[src/rtl/srnc_pkg.sv]
/*
  Shared constants of the setpoint relay and node configuration block:
  register offsets, reset values, panel screens, keys and states.
  Assumes byte addresses on an APB bus with 32-bit data.
*/
package srnc_pkg;
  localparam int PRES_W = 16;
  localparam logic [7:0] A_R1ON = 8'h00;
  localparam logic [7:0] A_R1OFF = 8'h04;
  localparam logic [7:0] A_R2ON = 8'h08;
  localparam logic [7:0] A_R2OFF = 8'h0C;
  localparam logic [7:0] A_NODE = 8'h10;
  localparam logic [7:0] A_SER = 8'h14;
  localparam logic [7:0] A_UNIT = 8'h18;
  localparam logic [7:0] A_LMIN = 8'h1C;
  localparam logic [7:0] A_LMAX = 8'h20;
  localparam logic [7:0] A_ZERO = 8'h24;
  localparam logic [7:0] A_SPAN = 8'h28;
  localparam logic [7:0] A_STAT = 8'h2C;
  localparam logic [7:0] A_PRES = 8'h30;
  // Pressure counts are mTorr
  localparam logic [15:0] ON_RST = 16'h0064;
  localparam logic [15:0] OFF_RST = 16'h00C8;
  localparam logic [15:0] LMIN_RST = 16'h0001;
  localparam logic [15:0] LMAX_RST = 16'h03E8;
  localparam logic [15:0] ZERO_RST = 16'h0000;
  localparam logic [15:0] SPAN_RST = 16'h0000;
  localparam logic [3:0] NLO_RST = 4'h1;
  localparam logic [3:0] NHI_RST = 4'h0;
  localparam logic [3:0] NIB_MAX = 4'hF;
  // Rate codes 0..7: 1200,2400,4800,9600,19200,38400,57600,115200
  localparam logic [2:0] BAUD_RST = 3'h4;
  localparam logic [2:0] BAUD_MAX = 3'h7;
  localparam logic [1:0] PAR_RST = 2'h0;
  localparam logic [1:0] UNIT_RST = 2'h1;
  localparam logic [3:0] P_ZERO = 4'h0;
  localparam logic [3:0] P_SPAN = 4'h1;
  localparam logic [3:0] P_R1ON = 4'h2;
  localparam logic [3:0] P_R1OFF = 4'h3;
  localparam logic [3:0] P_R2ON = 4'h4;
  localparam logic [3:0] P_R2OFF = 4'h5;
  localparam logic [3:0] P_NLO = 4'h6;
  localparam logic [3:0] P_NHI = 4'h7;
  localparam logic [3:0] P_BAUD = 4'h8;
  localparam int K_MORE = 0;
  localparam int K_SAVE = 1;
  localparam int K_UP = 2;
  localparam int K_DOWN = 3;
  typedef enum logic [1:0] {
    ST_IDLE = 2'b01,
    ST_MENU = 2'b10
  } srnc_state_t;
endpackage : srnc_pkg

[src/rtl/srnc_relay.sv]
/*
  One hysteretic setpoint relay with its two thresholds.
  Assumes pressure is sampled on pclk and writes arrive as pulses.
*/
`timescale 1ns/1ps
`default_nettype none
module srnc_relay import srnc_pkg::*; #(
  parameter int PW = PRES_W
) (
  input wire logic pclk, // system clock
  input wire logic presetn, // async reset, low
  input wire logic [PW-1:0] pressure, // measured pressure
  input wire logic inhibit_n, // low holds relay off
  input wire logic dflt, // load factory thresholds
  input wire logic wr_on, // write energize threshold
  input wire logic wr_off, // write release threshold
  input wire logic [PW-1:0] wdata, // threshold value
  output logic [PW-1:0] on_thr, // energize threshold
  output logic [PW-1:0] off_thr, // release threshold
  output logic energized // relay drive
);
  logic [PW-1:0] on_thr_reg;
  logic [PW-1:0] off_thr_reg;
  logic energized_reg;
  wire logic on_ok = wdata < off_thr_reg;
  wire logic off_ok = wdata > on_thr_reg;
  wire logic below = pressure < on_thr_reg;
  wire logic above = pressure > off_thr_reg;

  assign on_thr = on_thr_reg;
  assign off_thr = off_thr_reg;
  assign energized = energized_reg;

  always_ff @(posedge pclk or negedge presetn) begin
    if (!presetn) begin
      on_thr_reg <= PW'(ON_RST);
      off_thr_reg <= PW'(OFF_RST);
    end else if (dflt) begin
      on_thr_reg <= PW'(ON_RST);
      off_thr_reg <= PW'(OFF_RST);
    end else begin
      if (wr_on && on_ok) begin
        on_thr_reg <= wdata;
      end
      if (wr_off && off_ok) begin
        off_thr_reg <= wdata;
      end
    end
  end

  always_ff @(posedge pclk or negedge presetn) begin
    if (!presetn) begin
      energized_reg <= 1'b0;
    end else if (!inhibit_n) begin
      energized_reg <= 1'b0;
    end else if (below) begin
      energized_reg <= 1'b1;
    end else if (above) begin
      energized_reg <= 1'b0;
    end
  end
endmodule : srnc_relay
`default_nettype wire

[src/rtl/srnc_top.sv]
/*
  Setpoint relay and node configuration: APB register file, front
  panel programming flow, two setpoint relays, node address and
  serial line settings. Assumes keys are one-cycle pulses synchronous
  to pclk and pressure is a settled sample in mTorr counts.
*/
`timescale 1ns/1ps
`default_nettype none
// How it works
// - Relay energizes when pressure drops below its energize threshold.
// - Relay releases when pressure rises above its release threshold.
// - Factory thresholds: energize at 100 mTorr, release at 200 mTorr.
// - Energize threshold may never be raised to or past release.
// - Release threshold may never be lowered to or below energize.
// - Grounded inhibit input holds both relays released.
// - Node address low nibble from low setting, default 1.
// - Node address high nibble from high setting, default 0.
// - One node address serves both serial ports; host must send it.
// - Unit change restores thresholds and linear output settings.
// - One line rate for both ports, default 19200, panel or serial.
// - Parity changes only over the serial path, never from panel.
// - Any key while idle enters programming and shows the menu.
// - Advance key steps screens; store key commits and exits.
// - Zero capture key records present pressure as zero reference.
// - Span screen keys adjust value; store commits span reference.
module srnc_top import srnc_pkg::*; #(
  parameter int PW = PRES_W
) (
  input wire logic pclk, // system clock
  input wire logic presetn, // async reset, low
  input wire logic psel, // APB select
  input wire logic penable, // APB enable
  input wire logic pwrite, // APB direction
  input wire logic [7:0] paddr, // APB byte address
  input wire logic [31:0] pwdata, // APB write data
  output logic [31:0] prdata, // APB read data
  output logic pready, // APB ready
  output logic pslverr, // APB error, unmapped
  input wire logic [PW-1:0] pressure, // measured pressure
  input wire logic relay_inhibit_n, // low: relays held off
  input wire logic [3:0] panel_key, // key pulses
  output logic [1:0] relay_on, // relay drives
  output logic [7:0] node_addr, // serial node address
  output logic [2:0] baud_sel, // line rate code
  output logic [1:0] parity_sel, // parity code
  output logic [1:0] unit_sel, // pressure unit
  output logic [PW-1:0] lin_min, // linear out low pressure
  output logic [PW-1:0] lin_max, // linear out high pressure
  output logic [PW-1:0] zero_ref, // vacuum zero reference
  output logic [PW-1:0] span_ref, // atmospheric span ref
  output logic panel_active, // programming mode
  output logic [3:0] menu_screen, // screen shown
  output logic [PW-1:0] edit_value // value shown
);
  srnc_state_t state_reg;
  srnc_state_t state_next;
  logic pready_reg;
  logic pslverr_reg;
  logic [31:0] prdata_reg;
  logic [3:0] nlo_reg;
  logic [3:0] nhi_reg;
  logic [2:0] baud_reg;
  logic [1:0] parity_reg;
  logic [1:0] unit_reg;
  logic [PW-1:0] lmin_reg;
  logic [PW-1:0] lmax_reg;
  logic [PW-1:0] zero_reg;
  logic [PW-1:0] span_reg;
  logic [3:0] screen_reg;
  logic [3:0] screen_next;
  logic [PW-1:0] edit_reg;
  logic [PW-1:0] edit_next;
  logic [PW-1:0] on_thr [2];
  logic [PW-1:0] off_thr [2];
  logic [1:0] energized;
  logic [31:0] rd_mux;
  logic rd_hit;
  logic [PW-1:0] cur_val;
  logic [PW-1:0] edit_max;

  // Slave answers on the second access cycle
  wire logic acc = psel && penable;
  wire logic apb_wr = acc && pwrite && pready_reg;
  wire logic wr_node = apb_wr && paddr == A_NODE;
  wire logic wr_ser = apb_wr && paddr == A_SER;
  wire logic wr_unit = apb_wr && paddr == A_UNIT;
  wire logic wr_lmin = apb_wr && paddr == A_LMIN;
  wire logic wr_lmax = apb_wr && paddr == A_LMAX;
  wire logic unit_chg = wr_unit && pwdata[1:0] != unit_reg;
  wire logic idle = state_reg == ST_IDLE;
  wire logic menu = state_reg == ST_MENU;
  wire logic any_key = |panel_key;
  wire logic k_more = panel_key[K_MORE];
  wire logic k_up = panel_key[K_UP];
  wire logic k_down = panel_key[K_DOWN];
  // A store colliding with a bus write is dropped; operator repeats it
  wire logic pnl_save = menu && panel_key[K_SAVE] && !apb_wr;
  wire logic [3:0] scr_inc = (screen_reg == P_BAUD) ? P_ZERO
    : screen_reg + 4'h1;
  wire logic zero_cap = menu && !pnl_save && !k_more && k_up
    && screen_reg == P_ZERO;

  assign pready = pready_reg;
  assign pslverr = pslverr_reg;
  assign prdata = prdata_reg;
  assign relay_on = energized;
  assign node_addr = {nhi_reg, nlo_reg};
  assign baud_sel = baud_reg;
  assign parity_sel = parity_reg;
  assign unit_sel = unit_reg;
  assign lin_min = lmin_reg;
  assign lin_max = lmax_reg;
  assign zero_ref = zero_reg;
  assign span_ref = span_reg;
  assign panel_active = state_reg[1];
  assign menu_screen = screen_reg;
  assign edit_value = edit_reg;

  genvar g;
  generate
    for (g = 0; g < 2; g++) begin : g_relay
      wire logic [7:0] a_on = g ? A_R2ON : A_R1ON;
      wire logic [7:0] a_off = g ? A_R2OFF : A_R1OFF;
      wire logic [3:0] p_on = g ? P_R2ON : P_R1ON;
      wire logic [3:0] p_off = g ? P_R2OFF : P_R1OFF;
      wire logic bus_on = apb_wr && paddr == a_on;
      wire logic bus_off = apb_wr && paddr == a_off;
      wire logic pnl_on = pnl_save && screen_reg == p_on;
      wire logic pnl_off = pnl_save && screen_reg == p_off;
      wire logic [PW-1:0] wval = apb_wr ? pwdata[PW-1:0] : edit_reg;
      srnc_relay #(.PW(PW)) u_relay (
        .pclk(pclk),
        .presetn(presetn),
        .pressure(pressure),
        .inhibit_n(relay_inhibit_n),
        .dflt(unit_chg),
        .wr_on(bus_on || pnl_on),
        .wr_off(bus_off || pnl_off),
        .wdata(wval),
        .on_thr(on_thr[g]),
        .off_thr(off_thr[g]),
        .energized(energized[g])
      );
    end
  endgenerate

  // Setting of the next screen, or present pressure for span, loaded into the edit value
  always_comb begin
    cur_val = '0;
    edit_max = '1;
    unique case (scr_inc)
      P_ZERO: cur_val = zero_reg;
      P_SPAN: cur_val = pressure;
      P_R1ON: cur_val = on_thr[0];
      P_R1OFF: cur_val = off_thr[0];
      P_R2ON: cur_val = on_thr[1];
      P_R2OFF: cur_val = off_thr[1];
      P_NLO: cur_val = PW'(nlo_reg);
      P_NHI: cur_val = PW'(nhi_reg);
      P_BAUD: cur_val = PW'(baud_reg);
      default: cur_val = '0;
    endcase
    if (screen_reg == P_NLO || screen_reg == P_NHI) begin
      edit_max = PW'(NIB_MAX);
    end else if (screen_reg == P_BAUD) begin
      edit_max = PW'(BAUD_MAX);
    end
  end

  // Panel flow
  always_comb begin
    state_next = state_reg;
    screen_next = screen_reg;
    edit_next = edit_reg;
    unique case (state_reg)
      ST_IDLE: begin
        if (any_key) begin
          state_next = ST_MENU;
          screen_next = P_ZERO;
          edit_next = zero_reg;
        end
      end
      ST_MENU: begin
        if (pnl_save) begin
          state_next = ST_IDLE;
        end else if (k_more) begin
          screen_next = scr_inc;
          edit_next = cur_val;
        end else if (zero_cap) begin
          edit_next = pressure;
        end else if (k_up && edit_reg < edit_max) begin
          edit_next = edit_reg + PW'(1);
        end else if (k_down && edit_reg != '0) begin
          edit_next = edit_reg - PW'(1);
        end
      end
    endcase
  end

  always_ff @(posedge pclk or negedge presetn) begin
    if (!presetn) begin
      state_reg <= ST_IDLE;
      screen_reg <= P_ZERO;
      edit_reg <= '0;
    end else begin
      state_reg <= state_next;
      screen_reg <= screen_next;
      edit_reg <= edit_next;
    end
  end

  always_ff @(posedge pclk or negedge presetn) begin
    if (!presetn) begin
      zero_reg <= PW'(ZERO_RST);
      span_reg <= PW'(SPAN_RST);
    end else begin
      if (zero_cap) begin
        zero_reg <= pressure;
      end
      if (pnl_save && screen_reg == P_SPAN) begin
        span_reg <= edit_reg;
      end
    end
  end

  // Node address and line settings
  always_ff @(posedge pclk or negedge presetn) begin
    if (!presetn) begin
      nlo_reg <= NLO_RST;
      nhi_reg <= NHI_RST;
      baud_reg <= BAUD_RST;
      parity_reg <= PAR_RST;
    end else if (wr_node) begin
      nlo_reg <= pwdata[3:0];
      nhi_reg <= pwdata[7:4];
    end else if (wr_ser) begin
      baud_reg <= pwdata[2:0];
      parity_reg <= pwdata[5:4];
    end else if (pnl_save) begin
      if (screen_reg == P_NLO) nlo_reg <= edit_reg[3:0];
      if (screen_reg == P_NHI) nhi_reg <= edit_reg[3:0];
      if (screen_reg == P_BAUD) baud_reg <= edit_reg[2:0];
    end
  end

  // Changing units drops linear output settings back to defaults
  always_ff @(posedge pclk or negedge presetn) begin
    if (!presetn) begin
      unit_reg <= UNIT_RST;
      lmin_reg <= PW'(LMIN_RST);
      lmax_reg <= PW'(LMAX_RST);
    end else if (unit_chg) begin
      unit_reg <= pwdata[1:0];
      lmin_reg <= PW'(LMIN_RST);
      lmax_reg <= PW'(LMAX_RST);
    end else begin
      if (wr_lmin) lmin_reg <= pwdata[PW-1:0];
      if (wr_lmax) lmax_reg <= pwdata[PW-1:0];
    end
  end

  // Read mux
  always_comb begin
    rd_mux = '0;
    rd_hit = 1'b1;
    unique case (paddr)
      A_R1ON: rd_mux = 32'(on_thr[0]);
      A_R1OFF: rd_mux = 32'(off_thr[0]);
      A_R2ON: rd_mux = 32'(on_thr[1]);
      A_R2OFF: rd_mux = 32'(off_thr[1]);
      A_NODE: rd_mux = 32'({nhi_reg, nlo_reg});
      A_SER: rd_mux = 32'({parity_reg, 1'b0, baud_reg});
      A_UNIT: rd_mux = 32'(unit_reg);
      A_LMIN: rd_mux = 32'(lmin_reg);
      A_LMAX: rd_mux = 32'(lmax_reg);
      A_ZERO: rd_mux = 32'(zero_reg);
      A_SPAN: rd_mux = 32'(span_reg);
      A_STAT: rd_mux = 32'({screen_reg, state_reg,
        relay_inhibit_n, energized});
      A_PRES: rd_mux = 32'(pressure);
      default: rd_hit = 1'b0;
    endcase
  end

  always_ff @(posedge pclk or negedge presetn) begin
    if (!presetn) begin
      pready_reg <= 1'b0;
      pslverr_reg <= 1'b0;
      prdata_reg <= '0;
    end else begin
      pready_reg <= acc && !pready_reg;
      pslverr_reg <= acc && !pready_reg && !rd_hit;
      if (acc && !pready_reg && !pwrite) begin
        prdata_reg <= rd_mux;
      end
    end
  end
endmodule : srnc_top
`default_nettype wire

[config.mk]
export PLATFORM = sky130hd
export DESIGN_NAME = srnc_top
export DESIGN_NICKNAME = d
export VERILOG_FILES = /design/src/rtl/srnc_pkg.sv /design/src/rtl/srnc_relay.sv /design/src/rtl/srnc_top.sv
export SDC_FILE = /design/constraint.sdc
export NUM_CORES = 1
export LEC_CHECK = 0
export CORE_MARGIN = 5
export CORE_UTILIZATION = 60
export DETAILED_ROUTE_END_ITERATION = 10
export DONT_BUFFER_PORTS = 1
export PLACE_DENSITY_LB_ADDON = 0.12
export SLEW_MARGIN = 20
export SYNTH_ARGS = -nofsm -noshare
export SYNTH_HDL_FRONTEND = slang
export SYNTH_SLANG_ARGS = --single-unit
[constraint.sdc]
create_clock -name pclk -period 5.4 [get_ports pclk]
set_clock_uncertainty 0.05 [all_clocks]
set_input_delay 0.54 -clock pclk [delete_from_list [all_inputs] [get_ports pclk]]
set_output_delay 0.54 -clock pclk [all_outputs]
set_load 0.03 [all_outputs]
==> qor.yml, run 1 <==
place:
  place_hpwl_um: 38960
  post-place-ws_ns: 0.1049
  gp_congestion: 0.9899
  portBuffers: 0
yosys:
  synth_cells: 1583
  synth_edf_count: 0
  synth_ff_type: "dfrtp_1"
  yosysSeqAreaShare_pct: 34.05
  ys_ff_latch: 185
  synth_area_per_cell_um2: 8.642
  async_flop_share_pct: 100.0
  yosysWarnings: 0
  yosysUniqueCellTypes: 78
  syn_area_um2: 13680
timing:
  setup_slack_ns: 0.3834
  setup_violations: 0
  holdWs_ns: -0.05097
  worst_slew_pin_slew_ns: 1.166
  min_period_ns: 5.017
  slew_violations: 0
  fmax_mhz: 199.3
  grt_setup_unrepaired: "false"
  relSlewSlack_pct: 22.28
  fin_crit_sh_pct: 92.90
  tns_ns: 0
  finalHoldViolCount: 12
job:
  cap_violations: 0
clocking:
  ctsRootBufferMaster: "clkbuf_16"
  numCtsBuffers: 17
  cts_tree: "built"
  clk_latency_ns: 0.45
  cts.reportedPaths.clkPinSlew_ns: 0.08
  h-tree-depth: 4
  clock-sinks: 185
  clock_path_buffers: 2
  post_cts_buffers: 0
route:
  num_vias: 13180
  drt-total-wl_um: 53150
  vias_per_cell: 7.080
  post_drt_wl_per_cell_um: 28.55
  final_antenna_net_count: 0
  drt_iter0_drc: 1919
  drtPass1Iterations: 8
  drc: 0
critical_path:
  max_stage_delay_ns: 0.57
  crit_path_start_kind: "flip-flop"
  cp-end-kind: "flip-flop"
  cp_slowest_cell: "dfrtp_1"
  cp.required_ns: 5.68
  worstPathCellList: "inv_1, ha_1, and3b_1, o21bai_2, ha_1, a21o_1, a21oi_1, o21ai_0, a211oi_2, inv_1, ha_1, a211oi_1, o21a_1, o21ai_0, nand4_1, a31oi_1, o32a_1, mux2_2"
  cp_max_fo: 17
  critPathMostFrequentCell: "ha_1"
  cp_data_arrival_time_ns: 5.30
  worst-path-buf-inv: 2
  crit_family: "compound AO/OA/AOI/OAI gates"
  critPathKind: "flip-flop to flip-flop"
grt:
  grt_overflow: 0
  grt_usage_pct: 40.33
  antenna_found_initial: 0
  grt_max_degree: 186
  grt_pass1_vias: 12610
  grt_first_pass_wirelength_um: 79850
power_and_ir_drop:
  finalPower_uw: 6239
  irDropWorstVdd_v: 0.0002885
  leakage_uw: 0.006796
  power_density_nw_per_um2: 427.4
die:
  die_w_um: 161
  die_area_um2: 25920
  num_io_pins: 202
  coreArea_um2: 22570
  die_h_um: 161
  rows: 55
  start_util_pct: 60.61
cells_and_area:
  nNetsFinal: 1790
  area_growth_pct: 6.695
  num_antenna_cells: 0
  final_cell_mix: "244 x nand2_1, 162 x dfrtp_1, 158 x ha_1, 122 x nor2_1, 97 x a21oi_1"
  drive_above_1_share_pct: 9.004
  fin_util_pct: 64.67
  final_common_cell: "nand2_1"
run_status:
  status: "complete, but fails checks"
  violations: "hold timing"
hold_path:
  hold_path.class: "input port to asynchronous set/reset pin"
[through the flow]
stage	std cells	hold WS, ns	instance area, um2
floorplan	1598	0.1944	13740
global placement	1830	0.2001	13950
detailed placement	1830	0.1998	13950
CTS	1862	0.1413	14590
global route	1862	0.1517	14600
finish	1862	-0.05097	14600
[worst register-to-register path, stage by stage (launching register included)]
cell and delay [ns]:
dfrtp_1 0.57, inv_1 0.12, ha_1 0.25, and3b_1 0.21
o21bai_2 0.34, ha_1 0.37, a21o_1 0.18, a21oi_1 0.12
o21ai_0 0.12, a211oi_2 0.23, inv_1 0.34, ha_1 0.42
a211oi_1 0.31, o21a_1 0.22, o21ai_0 0.19, nand4_1 0.17
a31oi_1 0.10, o32a_1 0.34, mux2_2 0.26
[cell usage after synthesis, drive strengths merged (7+ instances only)]
cell	n	area, um2
inv	81	304.0
a22oi	58	435.4
a222oi	18	180.2
a211oi	34	277.8
nor3	20	105.1
nand2	244	915.9
nor2b	11	68.82
nand2b	11	68.82
o31ai	30	225.2
nor2	128	524.3
nor4	7	43.79
o21a	10	75.07
nand3	46	230.2
dfrtp	162	4054
o211ai	8	65.06
a221oi	42	367.9
clkbuf	49	183.9
a31oi	41	256.5
a21oi	100	511.8
mux2	17	191.4
dfstp	23	604.3
a21o	29	217.7
nand4	27	168.9
and3	9	56.30
o21ai	70	350.3
a22o	21	183.9
buf	46	312.8
ha	158	1977
xnor2	9	78.83
[power breakdown]
| part | leakage [uW] | total (uW) | switching (uW) | internal, uW |
|---|---|---|---|---|
| clock | 0.000300 | 1350 | 645 | 704 |
| combinational | 0.00435 | 2410 | 1500 | 905 |
| sequential | 0.00215 | 2480 | 824 | 1660 |
[layout make-up]
cell class / count / area, um2
multi-input combinational: 1237 / 8325
fill: 1946 / 7975
sequential: 185 / 4658
clock buffer: 17 / 425.4
tap: 285 / 356.6
timing repair buffer: 43 / 342.8
inverter: 81 / 304.0
clock inverter: 14 / 183.9
[path summary, 6_finish.rpt]
check | startpoint | endpoint | slack [ns] | cells past startpoint
setup / recovery | menu_screen[1] | edit_value[9] | 0.38 | 18
hold / removal | presetn | unit_sel[1] | -0.05 | 1
setup reg to reg | menu_screen[1] | edit_value[9] | 0.38 | 18
hold reg to reg | g_relay[0].u_relay.on_thr[6] | g_relay[0].u_relay.on_thr[6] | 0.50 | 2
max in group asynchronous | presetn | g_relay[0].u_relay.on_thr[14] | 4.35 | 1
min in group pclk | pwdata[2] | baud_sel[2] | 0.14 | 2
[layer usage]
layer	share of wire [%]	global-route usage, %	up-vias
met1	37	50.98	6177
met5	0	0	-
met3	12	11.28	254
met4	7.6	23.77	0
li1	-	-	5811
met2	43	61.99	941
[cells by family (layout without fill, tap and decap cells)]
family                     after synthesis  after routing  share of synthesized area, %
AOI/OAI and AO/OA                      501            501                         25.48
xor gates and xnor gates                13             13                        0.8323
adders and majority gates              159            159                         14.60
buffers and inverters                  176            155                         5.853
DFF                                    185            185                         34.05
muxes                                   22             22                         1.765
other                                    1             16                       0.02741
and+or+nand+nor                        526            526                         17.40
[repair_timing]
item	in CTS	in global routing
resized for setup	0	2
hold buffers	1	0
endpoints found under the hold margin	185	0
setup endpoints to repair	0	9
Note: power is estimated with default switching activity, not from simulation.
==> inputs of run 2 (changes only) <==
--- a/config.mk
+++ b/config.mk
@@ -5,11 +5,13 @@
 export SDC_FILE = /design/constraint.sdc
 export NUM_CORES = 1
 export LEC_CHECK = 0
+export ABC_AREA = 1
 export CORE_MARGIN = 5
 export CORE_UTILIZATION = 60
 export DETAILED_ROUTE_END_ITERATION = 10
 export DONT_BUFFER_PORTS = 1
 export PLACE_DENSITY_LB_ADDON = 0.12
+export SETUP_SLACK_MARGIN = 0.5
 export SLEW_MARGIN = 20
 export SYNTH_ARGS = -nofsm -noshare
 export SYNTH_HDL_FRONTEND = slang
==> run 2 against run 1 <==
- the flow now finishes without violations
- register-to-register slack gained 0.49 ns
- final cell count rose by 28%
- non-clock buffer count is 14 lower
- clock power about the same
- fmax increased by 11%
- total power grew 25%
- synthesized cell count is 30% higher
- core utilization fell by 0.39 points
- synthesized area is 7.1% higher
- global-route usage up 0.11 points
- worst hold slack gained 0.13 ns
- critical path depth is 10 higher
- critical path type unchanged
- largest cell class unchanged
- highest routed layer is now met5
==> qor.yml, run 2 <==
run_status:
  status: "complete, no violations"
critical_path:
  cp_data_arrival_time_ns: 4.84  # -0.46 ns
  critPathMostFrequentCell: "nand2_1"
  cp.required_ns: 5.71  # +0.03 ns
  cp_slowest_cell: "dfrtp_1"
  critPathKind: "flip-flop to flip-flop"
  max_stage_delay_ns: 0.52  # -0.05 ns
  cp_max_fo: 15  # -2
  cp-end-kind: "flip-flop"
  crit_path_start_kind: "flip-flop"
clocking:
  post_cts_buffers: 0  # unchanged
  h-tree-depth: 4  # unchanged
  cts_tree: "built"
  clock_path_buffers: 2  # unchanged
  numCtsBuffers: 17  # unchanged
  clk_latency_ns: 0.46  # about the same
  cts.reportedPaths.clkPinSlew_ns: 0.08  # about the same
  clock-sinks: 185  # unchanged
  ctsRootBufferMaster: "clkbuf_16"
yosys:
  synth_cells: 2054  # +30%
  synth_ff_type: "dfrtp_1"
  yosysSeqAreaShare_pct: 31.79  # -2.3 points
  ys_ff_latch: 185  # unchanged
  yosysUniqueCellTypes: 60  # -23%
  ys_top_cells_by_count: "546 x nand2_1, 235 x inv_1, 163 x nor2_1"
  syn_area_um2: 14650  # +7.1%
  yosysTopAreaCell: "dfrtp_1"
  yosys-top-cells-area: "dfrtp_1 28%, nand2_1 14%, ha_1 13%, inv_1 6.0%, nand3_1 4.9%"
  yosysWarnings: 0  # unchanged
  synth_area_per_cell_um2: 7.133  # -17%
  async_flop_share_pct: 100.0  # unchanged
  synth.most_common_cell: "nand2_1"
  synth_edf_count: 0  # unchanged
  synth_top_area_share_pct: 27.67  # -2.0 points
route:
  wl_met3_um: 7891  # +26%
  wl_met2_um: 24570  # +6.6%
  drc: 0  # unchanged
  drt_iter0_drc: 2140  # +12%
  post_drt_wl_per_cell_um: 24.32  # -15%
  num_vias: 15210  # +15%
  drt-total-wl_um: 57820  # +8.8%
  drtPass1Iterations: 6  # -2
  vias_per_cell: 6.400  # -9.6%
  dr.max_layer_used: "met5"
  final_antenna_net_count: 0  # unchanged
  met1Wirelength_um: 22460  # +13%
grt:
  grt_pass1_vias: 13950  # +11%
  antenna_found_initial: 1  # +1
  grt_overflow: 0  # unchanged
  grt_max_degree: 186  # unchanged
  grt_usage_pct: 40.44  # +0.11 points
  grt_first_pass_wirelength_um: 86020  # +7.7%
cells_and_area:
  ff_latch_area_um2: 4658  # unchanged
  drive_above_1_share_pct: 7.599  # -1.4 points
  nNetsFinal: 2265  # +27%
  multiInputGateArea_um2: 8662  # +4.0%
  fillCellCount: 2216  # +14%
  final_common_cell: "nand2_1"
  final_cell_mix: "544 x nand2_1, 235 x inv_1, 163 x nor2_1, 162 x dfrtp_1, 158 x ha_1"
  num_antenna_cells: 0  # unchanged
  area_growth_pct: 6.063
die:
  start_util_pct: 60.60  # about the same
  die_area_um2: 27640  # +6.6%
  die_h_um: 166.3  # +3.3%
  num_io_pins: 202  # unchanged
  coreArea_um2: 24180  # +7.1%
  rows: 57  # +3.6%
  die_w_um: 166.3  # +3.3%
place:
  portBuffers: 0  # unchanged
  gp_congestion: 1.027  # +3.8%
  place_hpwl_um: 44850  # +15%
timing:
  setup_violations: 0  # unchanged
  fin_crit_sh_pct: 83.87  # -9.0 points
  min_period_ns: 4.529  # -0.4874 ns
  relSlewSlack_pct: 33.46  # +11 points
  slew_violations: 0  # unchanged
  finalHoldViolCount: 0  # -12
  grt_setup_unrepaired: "false"
  worst_slew_pin_slew_ns: 0.9944  # -0.1714 ns
  fmax_mhz: 220.8  # +11%
  tns_ns: 0  # unchanged
power_and_ir_drop:
  finalPower_uw: 7796  # +25%
  leakage_uw: 0.007993  # +18%
  power_density_nw_per_um2: 501.7  # +17%
  irDropWorstVdd_v: 0.0002750  # -4.7%
job:
  cap_violations: 0  # unchanged
hold_path:
  hold_path.class: "input port to asynchronous set/reset pin"
## run 2: cell count changes in the layout (fill, tap and decap cells not counted), sizes merged, moves of 21 or more
cell	previous run	this run
nand2	244	568
inv	87	257
nand3	46	148
o21ai	70	162
a22oi	58	1
nor2	128	180
a21oi	100	141
o22ai	4	42
a221oi	42	8
a31oi	41	7
a211oi	34	7
o31ai	30	3
a22o	21	0
## run 2: cells by family after synthesis
logic type	after synthesis	synth area share [%]
other	1	0.02559
AO/OA/AOI/OAI	421	16.34
XOR/XNOR	4	0.2904
AND/OR/NAND/NOR	955	28.36
flip-flops	185	31.79
buffers and inverters	329	9.564
adder cells (fa/ha/maj)	159	13.63
## run 2: through the flow
stage                     utilization, %  hold WS, ns  setup WS, ns  cells  cell area [um2]
after detailed placement           61.51       0.1993        0.7418   2343            14870
after floorplan                        -       0.1944         1.174   2069            14710
after global routing               64.28       0.1581        0.5487   2377            15540
after CTS                          64.17       0.1359        0.7232   2376            15510
final                              64.28      0.08053        0.8708   2377            15540
after global placement             61.51       0.2014        0.8693   2343            14870
## run 2: cell type report
type,count,area share (%)
well taps,324,2.609
multi-input cells,1555,55.74
flip-flops and latches,185,29.98
clock buffers,17,2.738
repair buffers,29,1.554
inverters,252,6.159
clock inverters,15,1.224
## run 2: final timing paths
check	from	to	slack, ns	cells past startpoint
min	presetn	edit_value[11]	0.08	1
min reg2reg	g_relay[1].u_relay.on_thr[6]	g_relay[1].u_relay.on_thr[6]	0.44	2
max reg2reg	menu_screen[0]	edit_value[14]	0.87	28
max in group asynchronous	presetn	lin_max[2]	4.53	1
min in group pclk	pwdata[0]	unit_sel[0]	0.14	2
max	menu_screen[0]	edit_value[14]	0.87	28
## run 2: where the power goes
part	switching [uW]	total (uW)	internal, uW
logic	2470	3710	1240
registers	951	2720	1770
clock network	734	1370	637
## run 2: worst max-delay path, delay by kind of cell (launching register included)
family	cells	cell delay (ns)
fa+ha+maj	3	1.01
buf+inv	5	0.69
flops	1	0.52
simple gates	20	2.15
## run 2: repair_timing
action	4_1_cts	5_1_grt
endpoints found under the hold margin	185	0
gates resized for setup	0	3
endpoints found under the setup margin	0	11
hold buffers	1	0
## run 2: metal layers
| layer | vias to the layer above | global-route usage, % |
|---|---|---|
| met5 | - | 0 |
| met4 | 2 | 17.22 |
| met3 | 194 | 12.97 |
| met2 | 1056 | 60.78 |
| met1 | 7140 | 53.99 |
| li1 | 6820 | - |
